$ cat src/pkg/imucfg_pkg.sv
package imucfg_pkg;

  // ----------------------------------------------------------------
  // Register offsets
  // ----------------------------------------------------------------
  localparam logic [7:0] ADDR_ACCEL_SELF_TEST_CTRL = 8'h6d;
  localparam logic [7:0] ADDR_GYRO_AXIS_TEST_STATUS = 8'h6e;
  localparam logic [7:0] ADDR_NONVOLATILE_IFACE_CONF = 8'h70;
  localparam logic [7:0] ADDR_ACCEL_OFFSET_X = 8'h71;
  localparam logic [7:0] ADDR_ACCEL_OFFSET_Y = 8'h72;
  localparam logic [7:0] ADDR_ACCEL_OFFSET_Z = 8'h73;
  localparam logic [7:0] ADDR_GYRO_OFFSET_X_LOW = 8'h74;
  localparam logic [7:0] ADDR_GYRO_OFFSET_Y_LOW = 8'h75;
  localparam logic [7:0] ADDR_GYRO_OFFSET_Z_LOW = 8'h76;
  localparam logic [7:0] ADDR_GYRO_OFFSET_HIGH_ENABLES = 8'h77;
  localparam logic [7:0] ADDR_POWER_SAVING_CONF = 8'h7c;
  localparam logic [7:0] ADDR_SENSOR_POWER_ENABLES = 8'h7d;
  localparam logic [7:0] ADDR_COMMAND_PORT = 8'h7e;

  // ----------------------------------------------------------------
  // Reset values
  // ----------------------------------------------------------------
  localparam logic [7:0] RST_ZERO = 8'h00;
  localparam logic [7:0] RST_POWER_SAVING_CONF = 8'h03;

  // ----------------------------------------------------------------
  // Field positions
  // ----------------------------------------------------------------
  localparam int ST_EN_BIT = 0;
  localparam int ST_SIGN_BIT = 2;
  localparam int ST_AMP_BIT = 3;
  localparam int NV_SPI_EN_BIT = 0;
  localparam int NV_WDT_SEL_BIT = 1;
  localparam int NV_WDT_EN_BIT = 2;
  localparam int NV_ACC_OFF_EN_BIT = 3;
  localparam int GO_X_HI_POS = 0;
  localparam int GO_Y_HI_POS = 2;
  localparam int GO_Z_HI_POS = 4;
  localparam int GO_OFF_EN_BIT = 6;
  localparam int GO_GAIN_EN_BIT = 7;
  localparam int PS_ADV_BIT = 0;
  localparam int PS_FIFO_WAKE_BIT = 1;
  localparam int PS_FUP_BIT = 2;
  localparam int PE_AUX_BIT = 0;
  localparam int PE_GYR_BIT = 1;
  localparam int PE_ACC_BIT = 2;
  localparam int PE_TEMP_BIT = 3;

  // Writable bit masks
  localparam logic [7:0] MASK_SELF_TEST = 8'h0d;
  localparam logic [7:0] MASK_NONVOLATILE_IFACE_CONF = 8'h0f;
  localparam logic [7:0] MASK_POWER_CONF = 8'h07;
  localparam logic [7:0] MASK_POWER_EN = 8'h0f;

  // ----------------------------------------------------------------
  // Commands
  // ----------------------------------------------------------------
  localparam logic [7:0] CMD_GYRO_TRIGGER = 8'h02;
  localparam logic [7:0] CMD_GAIN_APPLY = 8'h03;
  localparam logic [7:0] CMD_NVM_PROGRAM = 8'ha0;
  localparam logic [7:0] CMD_FIFO_FLUSH = 8'hb0;
  localparam logic [7:0] CMD_SOFT_RESET = 8'hb6;

  // ----------------------------------------------------------------
  // Target addresses and timing
  // ----------------------------------------------------------------
  localparam logic [6:0] I2C_TARGET_BASE = 7'h68;
  localparam int CLK_MHZ = 125;
  localparam int WDT_SHORT_US_X100 = 125;
  localparam int WDT_LONG_MS = 40;
  localparam int SPI_SWITCH_US = 200;
  localparam int WDT_SHORT_CYC = (WDT_SHORT_US_X100 * 10 * CLK_MHZ) / 1;
  localparam int WDT_LONG_CYC = WDT_LONG_MS * 1000 * CLK_MHZ;
  localparam int SPI_SWITCH_CYC = SPI_SWITCH_US * CLK_MHZ;

  // ----------------------------------------------------------------
  // Types
  // ----------------------------------------------------------------
  typedef enum logic [1:0] {IF_I2C, IF_SPI4, IF_SPI3} imucfg_iface_t;
  typedef enum logic [1:0] {SEC_OFF, SEC_AUX, SEC_OIS} imucfg_sec_t;

  typedef struct packed {
    logic wr;
    logic rd;
    logic [7:0] addr;
    logic [7:0] wdata;
  } imucfg_req_t;

  typedef struct packed {
    logic gyro_trigger;
    logic gain_apply;
    logic nvm_program;
    logic fifo_flush;
    logic soft_reset;
  } imucfg_cmd_t;

  typedef struct packed {
    logic [7:0] self_test;
    logic [7:0] nonvolatile_iface_conf;
    logic [7:0] acc_off_x;
    logic [7:0] acc_off_y;
    logic [7:0] acc_off_z;
    logic [7:0] gyr_off_x;
    logic [7:0] gyr_off_y;
    logic [7:0] gyr_off_z;
    logic [7:0] gyr_off_hi;
    logic [7:0] power_saving_conf;
    logic [7:0] pwr_en;
    logic [7:0] rdata;
    imucfg_cmd_t cmd;
    logic cs_q1;
    logic cs_q2;
    logic cs_q3;
    logic sda_q1;
    logic sda_q2;
    logic sda_q3;
    logic spi_pending;
    logic [15:0] spi_cnt;
    logic spi_locked;
    logic [22:0] wdt_cnt;
    logic wdt_fire;
    logic strap_taken;
    logic addr_bit;
  } imucfg_state_t;

endpackage : imucfg_pkg

$ cat src/design/imucfg_regs.sv
`timescale 1ns/1ps
// How it works
// Self-test bit zero enables accelerometer self-test
// Self-test bit two selects excitation sign
// Self-test bit three selects deflection amplitude
// Gyro axis status register is read-only
// Protocol select bit forces SPI in autoconfig
// Watchdog period 1.25 ms or 40 ms
// Watchdog on data pin when enabled, I2C
// Accel offset apply bit adds offsets
// Three 8-bit accelerometer offset registers
// Ten-bit gyro offsets, shared high bits
// Gyro offset apply bit adds offsets
// Gyro gain compensation enable bit
// Advanced power save bit, reset 0x03
// FIFO read in low power enable
// Sensor power enable bits, reset zero
// Command register always reads zero
// Commands 0x02 and 0x03 pulse gyro ops
// Commands 0xa0 and 0xb0 program, flush
// Command 0xb6 restores register defaults, not the SPI lock
// I2C after reset, SPI4 or SPI3 later
// Secondary is aux controller or OIS target
// Aux mode reads external sensor autonomously
// OIS controller drives, device is target
// Serial out pin sets I2C address bit
// Chip select rise switches to SPI
// Aux enable wins over OIS enable
// Unknown command codes are ignored
module imucfg_regs
  import imucfg_pkg::*;
#(
  parameter int WDT_SHORT = WDT_SHORT_CYC,
  parameter int WDT_LONG = WDT_LONG_CYC,
  parameter int SPI_SWITCH = SPI_SWITCH_CYC
) (
  // Clock and reset
  input wire logic i_core_clk,
  input wire logic i_sys_rst,
  input wire logic i_clk_en,
  // Register access from the serial front end
  input wire imucfg_req_t i_req,
  output logic [7:0] o_rdata,
  // Status inputs
  input wire logic [3:0] i_gyro_test_status,
  input wire logic i_spi3_sel,
  input wire logic i_aux_sel,
  input wire logic i_ois_sel,
  // Pins
  input wire logic i_chip_select_pin,
  input wire logic i_serial_out_pin,
  input wire logic i_sda_pin,
  // Configuration outputs
  output logic o_accel_test_en,
  output logic o_accel_test_positive,
  output logic o_accel_test_high,
  output logic o_accel_off_apply,
  output logic [23:0] o_accel_offsets,
  output logic [29:0] o_gyro_offsets,
  output logic o_gyro_off_apply,
  output logic o_gyro_gain_en,
  output logic o_adv_power_save,
  output logic o_fifo_lp_read_en,
  output logic o_fast_power_up,
  output logic [3:0] o_power_enables,
  // Commands and interface state
  output imucfg_cmd_t o_cmd,
  output imucfg_iface_t o_iface_mode,
  output imucfg_sec_t o_secondary_mode,
  output logic [6:0] o_i2c_target_addr,
  output logic o_wdt_timeout
);

  // ----------------------------------------------------------------
  // State
  // ----------------------------------------------------------------
  imucfg_state_t st_r;
  imucfg_state_t st_nxt;

  function automatic logic [7:0] wmask(input logic [7:0] v, input logic [7:0] m);
    wmask = v & m;
  endfunction : wmask

  function automatic imucfg_state_t defaults(input imucfg_state_t s);
    imucfg_state_t d;
    d = s;
    d.self_test = RST_ZERO;
    d.nonvolatile_iface_conf = RST_ZERO;
    d.acc_off_x = RST_ZERO;
    d.acc_off_y = RST_ZERO;
    d.acc_off_z = RST_ZERO;
    d.gyr_off_x = RST_ZERO;
    d.gyr_off_y = RST_ZERO;
    d.gyr_off_z = RST_ZERO;
    d.gyr_off_hi = RST_ZERO;
    d.power_saving_conf = RST_POWER_SAVING_CONF;
    d.pwr_en = RST_ZERO;
    defaults = d;
  endfunction : defaults

  logic wdt_active;
  logic [22:0] wdt_limit;

  always_comb begin
    st_nxt = st_r;
    st_nxt.cmd = '0;
    wdt_active = st_r.nonvolatile_iface_conf[NV_WDT_EN_BIT] && !st_r.spi_locked && !st_r.nonvolatile_iface_conf[NV_SPI_EN_BIT];
    wdt_limit = st_r.nonvolatile_iface_conf[NV_WDT_SEL_BIT] ? 23'(WDT_LONG - 1) : 23'(WDT_SHORT - 1);
    // Pin synchronisers
    st_nxt.cs_q1 = i_chip_select_pin;
    st_nxt.cs_q2 = st_r.cs_q1;
    st_nxt.cs_q3 = st_r.cs_q2;
    st_nxt.sda_q1 = i_sda_pin;
    st_nxt.sda_q2 = st_r.sda_q1;
    st_nxt.sda_q3 = st_r.sda_q2;
    // Address strap caught once after reset release
    if (!st_r.strap_taken) begin
      st_nxt.strap_taken = 1'b1;
      st_nxt.addr_bit = i_serial_out_pin;
    end
    // Chip select rising edge starts the SPI switch delay
    if (!st_r.spi_locked) begin
      if (st_r.cs_q2 && !st_r.cs_q3 && !st_r.spi_pending) begin
        st_nxt.spi_pending = 1'b1;
        st_nxt.spi_cnt = '0;
      end else if (st_r.spi_pending) begin
        if (st_r.spi_cnt == 16'(SPI_SWITCH - 1)) begin
          st_nxt.spi_locked = 1'b1;
          st_nxt.spi_pending = 1'b0;
        end else begin
          st_nxt.spi_cnt = st_r.spi_cnt + 16'h0001;
        end
      end
    end
    // Watchdog: data line held low too long
    st_nxt.wdt_fire = 1'b0;
    if (!wdt_active || st_r.sda_q2) begin
      st_nxt.wdt_cnt = '0;
    end else if (st_r.wdt_cnt >= wdt_limit) begin
      st_nxt.wdt_fire = 1'b1;
      st_nxt.wdt_cnt = '0;
    end else begin
      st_nxt.wdt_cnt = st_r.wdt_cnt + 23'h000001;
    end
    // Register writes
    if (i_req.wr) begin
      case (i_req.addr)
        ADDR_ACCEL_SELF_TEST_CTRL: st_nxt.self_test = wmask(i_req.wdata, MASK_SELF_TEST);
        ADDR_NONVOLATILE_IFACE_CONF: st_nxt.nonvolatile_iface_conf = wmask(i_req.wdata, MASK_NONVOLATILE_IFACE_CONF);
        ADDR_ACCEL_OFFSET_X: st_nxt.acc_off_x = i_req.wdata;
        ADDR_ACCEL_OFFSET_Y: st_nxt.acc_off_y = i_req.wdata;
        ADDR_ACCEL_OFFSET_Z: st_nxt.acc_off_z = i_req.wdata;
        ADDR_GYRO_OFFSET_X_LOW: st_nxt.gyr_off_x = i_req.wdata;
        ADDR_GYRO_OFFSET_Y_LOW: st_nxt.gyr_off_y = i_req.wdata;
        ADDR_GYRO_OFFSET_Z_LOW: st_nxt.gyr_off_z = i_req.wdata;
        ADDR_GYRO_OFFSET_HIGH_ENABLES: st_nxt.gyr_off_hi = i_req.wdata;
        ADDR_POWER_SAVING_CONF: st_nxt.power_saving_conf = wmask(i_req.wdata, MASK_POWER_CONF);
        ADDR_SENSOR_POWER_ENABLES: st_nxt.pwr_en = wmask(i_req.wdata, MASK_POWER_EN);
        ADDR_COMMAND_PORT: begin
          case (i_req.wdata)
            CMD_GYRO_TRIGGER: st_nxt.cmd.gyro_trigger = 1'b1;
            CMD_GAIN_APPLY: st_nxt.cmd.gain_apply = 1'b1;
            CMD_NVM_PROGRAM: st_nxt.cmd.nvm_program = 1'b1;
            CMD_FIFO_FLUSH: st_nxt.cmd.fifo_flush = 1'b1;
            CMD_SOFT_RESET: begin
              st_nxt.cmd.soft_reset = 1'b1;
              st_nxt = defaults(st_nxt);
            end
            default: ;
          endcase
        end
        default: ;
      endcase
    end
    // Register reads
    if (i_req.rd) begin
      case (i_req.addr)
        ADDR_ACCEL_SELF_TEST_CTRL: st_nxt.rdata = st_r.self_test;
        ADDR_GYRO_AXIS_TEST_STATUS: st_nxt.rdata = {4'h0, i_gyro_test_status};
        ADDR_NONVOLATILE_IFACE_CONF: st_nxt.rdata = st_r.nonvolatile_iface_conf;
        ADDR_ACCEL_OFFSET_X: st_nxt.rdata = st_r.acc_off_x;
        ADDR_ACCEL_OFFSET_Y: st_nxt.rdata = st_r.acc_off_y;
        ADDR_ACCEL_OFFSET_Z: st_nxt.rdata = st_r.acc_off_z;
        ADDR_GYRO_OFFSET_X_LOW: st_nxt.rdata = st_r.gyr_off_x;
        ADDR_GYRO_OFFSET_Y_LOW: st_nxt.rdata = st_r.gyr_off_y;
        ADDR_GYRO_OFFSET_Z_LOW: st_nxt.rdata = st_r.gyr_off_z;
        ADDR_GYRO_OFFSET_HIGH_ENABLES: st_nxt.rdata = st_r.gyr_off_hi;
        ADDR_POWER_SAVING_CONF: st_nxt.rdata = st_r.power_saving_conf;
        ADDR_SENSOR_POWER_ENABLES: st_nxt.rdata = st_r.pwr_en;
        ADDR_COMMAND_PORT: st_nxt.rdata = 8'h00;
        default: st_nxt.rdata = 8'h00;
      endcase
    end
  end

  always_ff @(posedge i_core_clk) begin
    if (i_sys_rst) begin
      st_r <= '0;
      st_r.power_saving_conf <= RST_POWER_SAVING_CONF;
      // Pins idle high, so no false chip select edge after reset
      st_r.cs_q1 <= 1'b1;
      st_r.cs_q2 <= 1'b1;
      st_r.cs_q3 <= 1'b1;
      st_r.sda_q1 <= 1'b1;
      st_r.sda_q2 <= 1'b1;
      st_r.sda_q3 <= 1'b1;
    end else if (i_clk_en) begin
      st_r <= st_nxt;
    end
  end

  // ----------------------------------------------------------------
  // Outputs
  // ----------------------------------------------------------------
  assign o_rdata = st_r.rdata;
  assign o_accel_test_en = st_r.self_test[ST_EN_BIT];
  assign o_accel_test_positive = st_r.self_test[ST_SIGN_BIT];
  assign o_accel_test_high = st_r.self_test[ST_AMP_BIT];
  assign o_accel_off_apply = st_r.nonvolatile_iface_conf[NV_ACC_OFF_EN_BIT];
  assign o_accel_offsets = {st_r.acc_off_z, st_r.acc_off_y, st_r.acc_off_x};
  assign o_gyro_offsets = {st_r.gyr_off_hi[GO_Z_HI_POS+:2], st_r.gyr_off_z,
                           st_r.gyr_off_hi[GO_Y_HI_POS+:2], st_r.gyr_off_y,
                           st_r.gyr_off_hi[GO_X_HI_POS+:2], st_r.gyr_off_x};
  assign o_gyro_off_apply = st_r.gyr_off_hi[GO_OFF_EN_BIT];
  assign o_gyro_gain_en = st_r.gyr_off_hi[GO_GAIN_EN_BIT];
  assign o_adv_power_save = st_r.power_saving_conf[PS_ADV_BIT];
  assign o_fifo_lp_read_en = st_r.power_saving_conf[PS_FIFO_WAKE_BIT];
  assign o_fast_power_up = st_r.power_saving_conf[PS_FUP_BIT];
  assign o_power_enables = st_r.pwr_en[3:0];
  assign o_cmd = st_r.cmd;
  assign o_wdt_timeout = st_r.wdt_fire;
  assign o_i2c_target_addr = {I2C_TARGET_BASE[6:1], st_r.addr_bit};

  always_comb begin
    if (st_r.spi_locked || st_r.nonvolatile_iface_conf[NV_SPI_EN_BIT]) begin
      o_iface_mode = i_spi3_sel ? IF_SPI3 : IF_SPI4;
    end else begin
      o_iface_mode = IF_I2C;
    end
    if (i_aux_sel) begin
      o_secondary_mode = SEC_AUX;
    end else if (i_ois_sel) begin
      o_secondary_mode = SEC_OIS;
    end else begin
      o_secondary_mode = SEC_OFF;
    end
  end

  // ----------------------------------------------------------------
  // Checks
  // ----------------------------------------------------------------
  cmd_read_zero_a: assert property (@(posedge i_core_clk) disable iff (i_sys_rst)
    i_clk_en && i_req.rd && i_req.addr == ADDR_COMMAND_PORT |=> o_rdata == 8'h00)
    else $error("command port read not zero");
  soft_reset_def_a: assert property (@(posedge i_core_clk) disable iff (i_sys_rst)
    o_cmd.soft_reset |-> o_power_enables == 4'h0 && st_r.power_saving_conf == RST_POWER_SAVING_CONF)
    else $error("soft reset left settings");
  unknown_cmd_a: assert property (@(posedge i_core_clk) disable iff (i_sys_rst)
    i_clk_en && i_req.wr && i_req.addr == ADDR_COMMAND_PORT && i_req.wdata == 8'h55
    |=> o_cmd == '0)
    else $error("unknown command acted");
  self_test_wr_a: assert property (@(posedge i_core_clk) disable iff (i_sys_rst)
    i_clk_en && i_req.wr && i_req.addr == ADDR_ACCEL_SELF_TEST_CTRL
    |=> o_accel_test_en == $past(i_req.wdata[0]))
    else $error("self-test enable not stored");
  spi_force_a: assert property (@(posedge i_core_clk) disable iff (i_sys_rst)
    st_r.nonvolatile_iface_conf[NV_SPI_EN_BIT] |-> o_iface_mode != IF_I2C)
    else $error("protocol select ignored");
  aux_prio_a: assert property (@(posedge i_core_clk) disable iff (i_sys_rst)
    i_aux_sel && i_ois_sel |-> o_secondary_mode == SEC_AUX)
    else $error("aux priority lost");
  flush_pulse_a: assert property (@(posedge i_core_clk) disable iff (i_sys_rst)
    i_clk_en && i_req.wr && i_req.addr == ADDR_COMMAND_PORT && i_req.wdata == CMD_FIFO_FLUSH
    |=> o_cmd.fifo_flush ##1 (!o_cmd.fifo_flush || $past(i_req.wr)))
    else $error("flush pulse wrong");
  wdt_idle_a: assert property (@(posedge i_core_clk) disable iff (i_sys_rst)
    !st_r.nonvolatile_iface_conf[NV_WDT_EN_BIT] |-> st_r.wdt_cnt == '0 || $past(st_r.nonvolatile_iface_conf[NV_WDT_EN_BIT]))
    else $error("watchdog runs while disabled");

endmodule : imucfg_regs

$ cat config.mk
export PLATFORM = sky130hd
export DESIGN_NAME = imucfg_regs
export DESIGN_NICKNAME = d
export VERILOG_FILES = /design/src/pkg/imucfg_pkg.sv /design/src/design/imucfg_regs.sv
export SDC_FILE = /design/constraint.sdc
export NUM_CORES = 1
export LEC_CHECK = 0
export BUFFER_PORTS_ARGS = -buffer_cell sky130_fd_sc_hd__buf_2
export CAP_MARGIN = 0
export CORE_ASPECT_RATIO = 1.25
export CORE_MARGIN = 2
export CORE_UTILIZATION = 51
export DETAILED_ROUTE_END_ITERATION = 6
export PLACE_DENSITY = 0.76
export SETUP_SLACK_MARGIN = 0.02
export SYNTH_ARGS = -nofsm -noshare
export SYNTH_HDL_FRONTEND = slang
export SYNTH_SLANG_ARGS = --single-unit
$ cat constraint.sdc
create_clock -name i_core_clk -period 2.6 [get_ports i_core_clk]
set_input_delay 0.52 -clock i_core_clk [delete_from_list [all_inputs] [get_ports i_core_clk]]
set_output_delay 0.52 -clock i_core_clk [all_outputs]
set_load 0.1 [all_outputs]
==> summary.txt <==
Worst hold path
  – Worst Hold Depth: 2
  – HP Start: i_chip_select_pin
  – Hold endpoint: st_r[49]
  – Hold Path Class: in -> reg

Worst setup path
  – Critical path type: reg -> reg
  – Required @ worst endpoint: around 3 ns
  – Crit Reg-Reg Endpoint: st_r[20]
  – Worst path cell trace: buf_4 > ha_4 > nand4b_1 > or4_4 > a2111oi_4 > or4b_4 > clkbuf_16 > nor2_1 > a211o_1
  – Crit path DAT: around 2.9 ns
  – Worst path slowest cell: or4_4
  – Worst r2r path cells: 9
  – Worst r2r src: st_r[136]
  – CP Launch Type: register
  – CP max FO: 5
  – Family with the most delay on the worst path: simple AND/OR/NAND/NOR gates
  – CP peak stage delay: ~0.47 ns
  – Crit path buffers/inverters: 2
  – CP Capture Type: register
  – Reg2reg setup slack: between 0.0015 and 0.002 ns

Yosys
  – Mapped Cells: 838
  – Post-synthesis cell area: ~7000 um^2
  – Ys async rst share: 0%
  – Synthesized flop and latch total: 132
  – Synth warn: 0
  – Number of flops mapped to enable cells by yosys: 0
  – Post-synth top area share: between 30 and 40%
  – Synth cell types: 70
  – Area leader, netlist: dfxtp_1
  – Seq/Total Area, Yosys: 37.56%
  – Synth area leaders: dfxtp_1, buf_4, o21ai_0
  – Mean post-synth cell area: around 8.4 um^2
  – Ys flop type: dfxtp_1

Detailed routing
  – Vias: between 6000 and 7000
  – DRC: 0
  – Initial DRC count: 423
  – DRT Pass-1 Iters: 5
  – Via/cell ratio: a little under 6
  – Post-Route WL: about 20000 um
  – WL per Instance: 17.98 um
  – Routed Antenna Nets: 0

Run
  – Number of max-cap violations: 0

Placement
  – Placed cell areas: ~7500 um^2
  – Dpl hpwl: between 10000 and 15000 um
  – GPL Wtd Cong: around 0.95
  – Pre-CTS WS: -0.04274 ns
  – Port bufs: about 120

STA
  – Setup-failing EPs final: 0
  – Worst-Margin Slew: 1.009 ns
  – Final hold vios: 0
  – Fmax: 384.9 MHz
  – Max_slew headroom: 32.47%
  – Setup ws final: about 0.0018 ns
  – Final max-slew violation count: 0
  – Clock Skews: around 0.0080 ns
  – Final period util: between 90 and 100%
  – Final min period: 2.598 ns
  – RSZ-0062 raised after global routing: true

Cells and area
  – Area growth from synthesis to final layout: 17.73%
  – Layout cell share with drive strength beyond 1: roughly a quarter
  – Commonest non-fill, non-tap cells in the layout: dfxtp_1, buf_2, o21ai_0, nand2_1, nand3b_1
  – Final net count: around 960
  – N_diodes: 0
  – Commonest non-fill, non-tap cell in the layout: dfxtp_1
  – Finished Cell Area: roughly 8300 um^2

Die
  – Die area: around 15000 um^2
  – Row count: 48
  – Die width: approximately 110 um
  – Initial core utilization: between 50% and 60%
  – I/O pin cnt: approximately 120
  – Core area: 13630 um^2
  – Die H: 135.3 um

GRT
  – Largest net degree at the start of global routing: 45
  – GRT Total Usage: between 20% and 30%
  – First-pass GRT wire length: 30750 um
  – Antenna violations before repair: 0
  – GR Overflow Total: 0
  – Vias in the first global route: about 6000

Clocking
  – Total CTS buffers: 17
  – Clk pin slew, worst setup/hold paths: approximately 0.060 ns
  – CTS tree: built
  – Clock tree sinks: 132
  – CTS Hold Bufs: 0
  – Longest Clk Path Bufs: 2
  – Root Driver: clkbuf_16
  – Skew-Pair Late Insertion Delay: about 0.43 ns
  – H-tree levels: 4

Power and ir drop
  – Leakage power: around 0.0033 uW
  – Max VDD drop: about 0.48 mV
  – Pwr/cell area: 581.6 nW/um^2

Status
  – Outcome: complete, no violations
[synth_stat cells (3+ instances only)]
library cell  count
nand2b_1         17
a22oi_1          11
or3_1            10
a21oi_1          25
and2_1            3
clkbuf_1         33
nor2_1           55
xnor2_1          13
a21o_1           10
a211o_1          13
ha_1             13
nand3b_1         58
xor2_1            7
nand3_1          37
a22o_1            3
inv_1             9
nor4_1            3
buf_2             3
o211ai_1          4
nor2b_1          12
and4b_1           3
mux2_2           11
mux2i_1           7
dfxtp_1         132
buf_4            81
nand2_1          66
nor3_1           29
and4_1            4
nand4_1          13
a32oi_1           3
o21ai_0          93
a221oi_1          8
a211oi_1          4
[area by class of cell]
type	instances	area, um^2
Sequential cell	132	2644
Clock buffer	22	484.2
Timing Repair Buffer	173	1081
Tap cell	175	219.0
Inverter	10	40.04
Clock inverter	10	120.1
Multi-Input combinational cell	579	3695
Fill cell	1177	5350
[per-layer routing]
layer	track usage, %	vias to the layer above	share of wire, %
li1	-	3093	-
met1	33.26	3083	40
met2	44.03	291	49
met3	5.820	59	7.4
met4	11.68	0	3.3
met5	0	-	0
[registers in the layout, summed over array words and instances, names as in the netlist]
register	cells
st_r	50
o_gyro_offsets	30
o_accel_offsets	24
o_rdata	8
o_cmd	5
o_power_enables	4
o_accel_off_apply	1
o_accel_test_en	1
o_accel_test_high	1
o_accel_test_positive	1
o_adv_power_save	1
o_fast_power_up	1
o_fifo_lp_read_en	1
o_gyro_gain_en	1
o_gyro_off_apply	1
o_i2c_target_addr	1
o_wdt_timeout	1
[per-stage QoR]
step / total power [uW] / setup TNS [ns] / cells / utilization [%] / hold slack, ns
finish: 4818 / 0 / 1101 / 60.76 / 0.2965
global route: 4942 / -0.2680 / 1101 / 60.76 / 0.3041
CTS: 4834 / 0 / 1094 / 59.26 / 0.2900
detailed placement: 2402 / -0.3223 / 1062 / 54.68 / 0.4406
global placement: 2401 / 0 / 1062 / 54.68 / 0.4431
floorplan: 2306 / 0 / 842 / - / 0.4263
[power breakdown]
part	internal, uW	total [uW]	switching [uW]
clock	1520	2450	934
sequential	2030	2040	7.09
combinational	95.2	323	227
total	3650	4820	1170
[what timing repair did]
item	CTS	global route
hold endpoints to repair	0	0
buffers inserted	0	4
pin swaps	1	10
gates cloned	0	3
setup endpoints to repair	11	11
gates resized for setup	4	17
[worst max path at each step]
stage              start       end  cells past startpoint
2_1_floorplan  st_r[136]  st_r[17]                     10
3_3_place_gp   st_r[136]   st_r[8]                      9
3_5_place_dp   st_r[136]  st_r[12]                      9
4_1_cts        st_r[136]  st_r[18]                      9
5_1_grt        st_r[136]   st_r[8]                      9
6_report       st_r[136]  st_r[20]                      9
[logic make-up (layout without fill, tap and decap cells)]
group / after synthesis / count (layout) / synth area share (%)
simple gates: 326 / 326 / 25.43
fa+ha+maj: 13 / 13 / 2.312
other cells: 2 / 6 / 0.1067
mux: 19 / 19 / 3.077
xor+xnor: 20 / 20 / 2.490
compound gates: 195 / 195 / 17.54
flops: 132 / 132 / 37.56
buf+inv: 131 / 215 / 11.49
No activity file was read; power rests on OpenSTA's default activity.
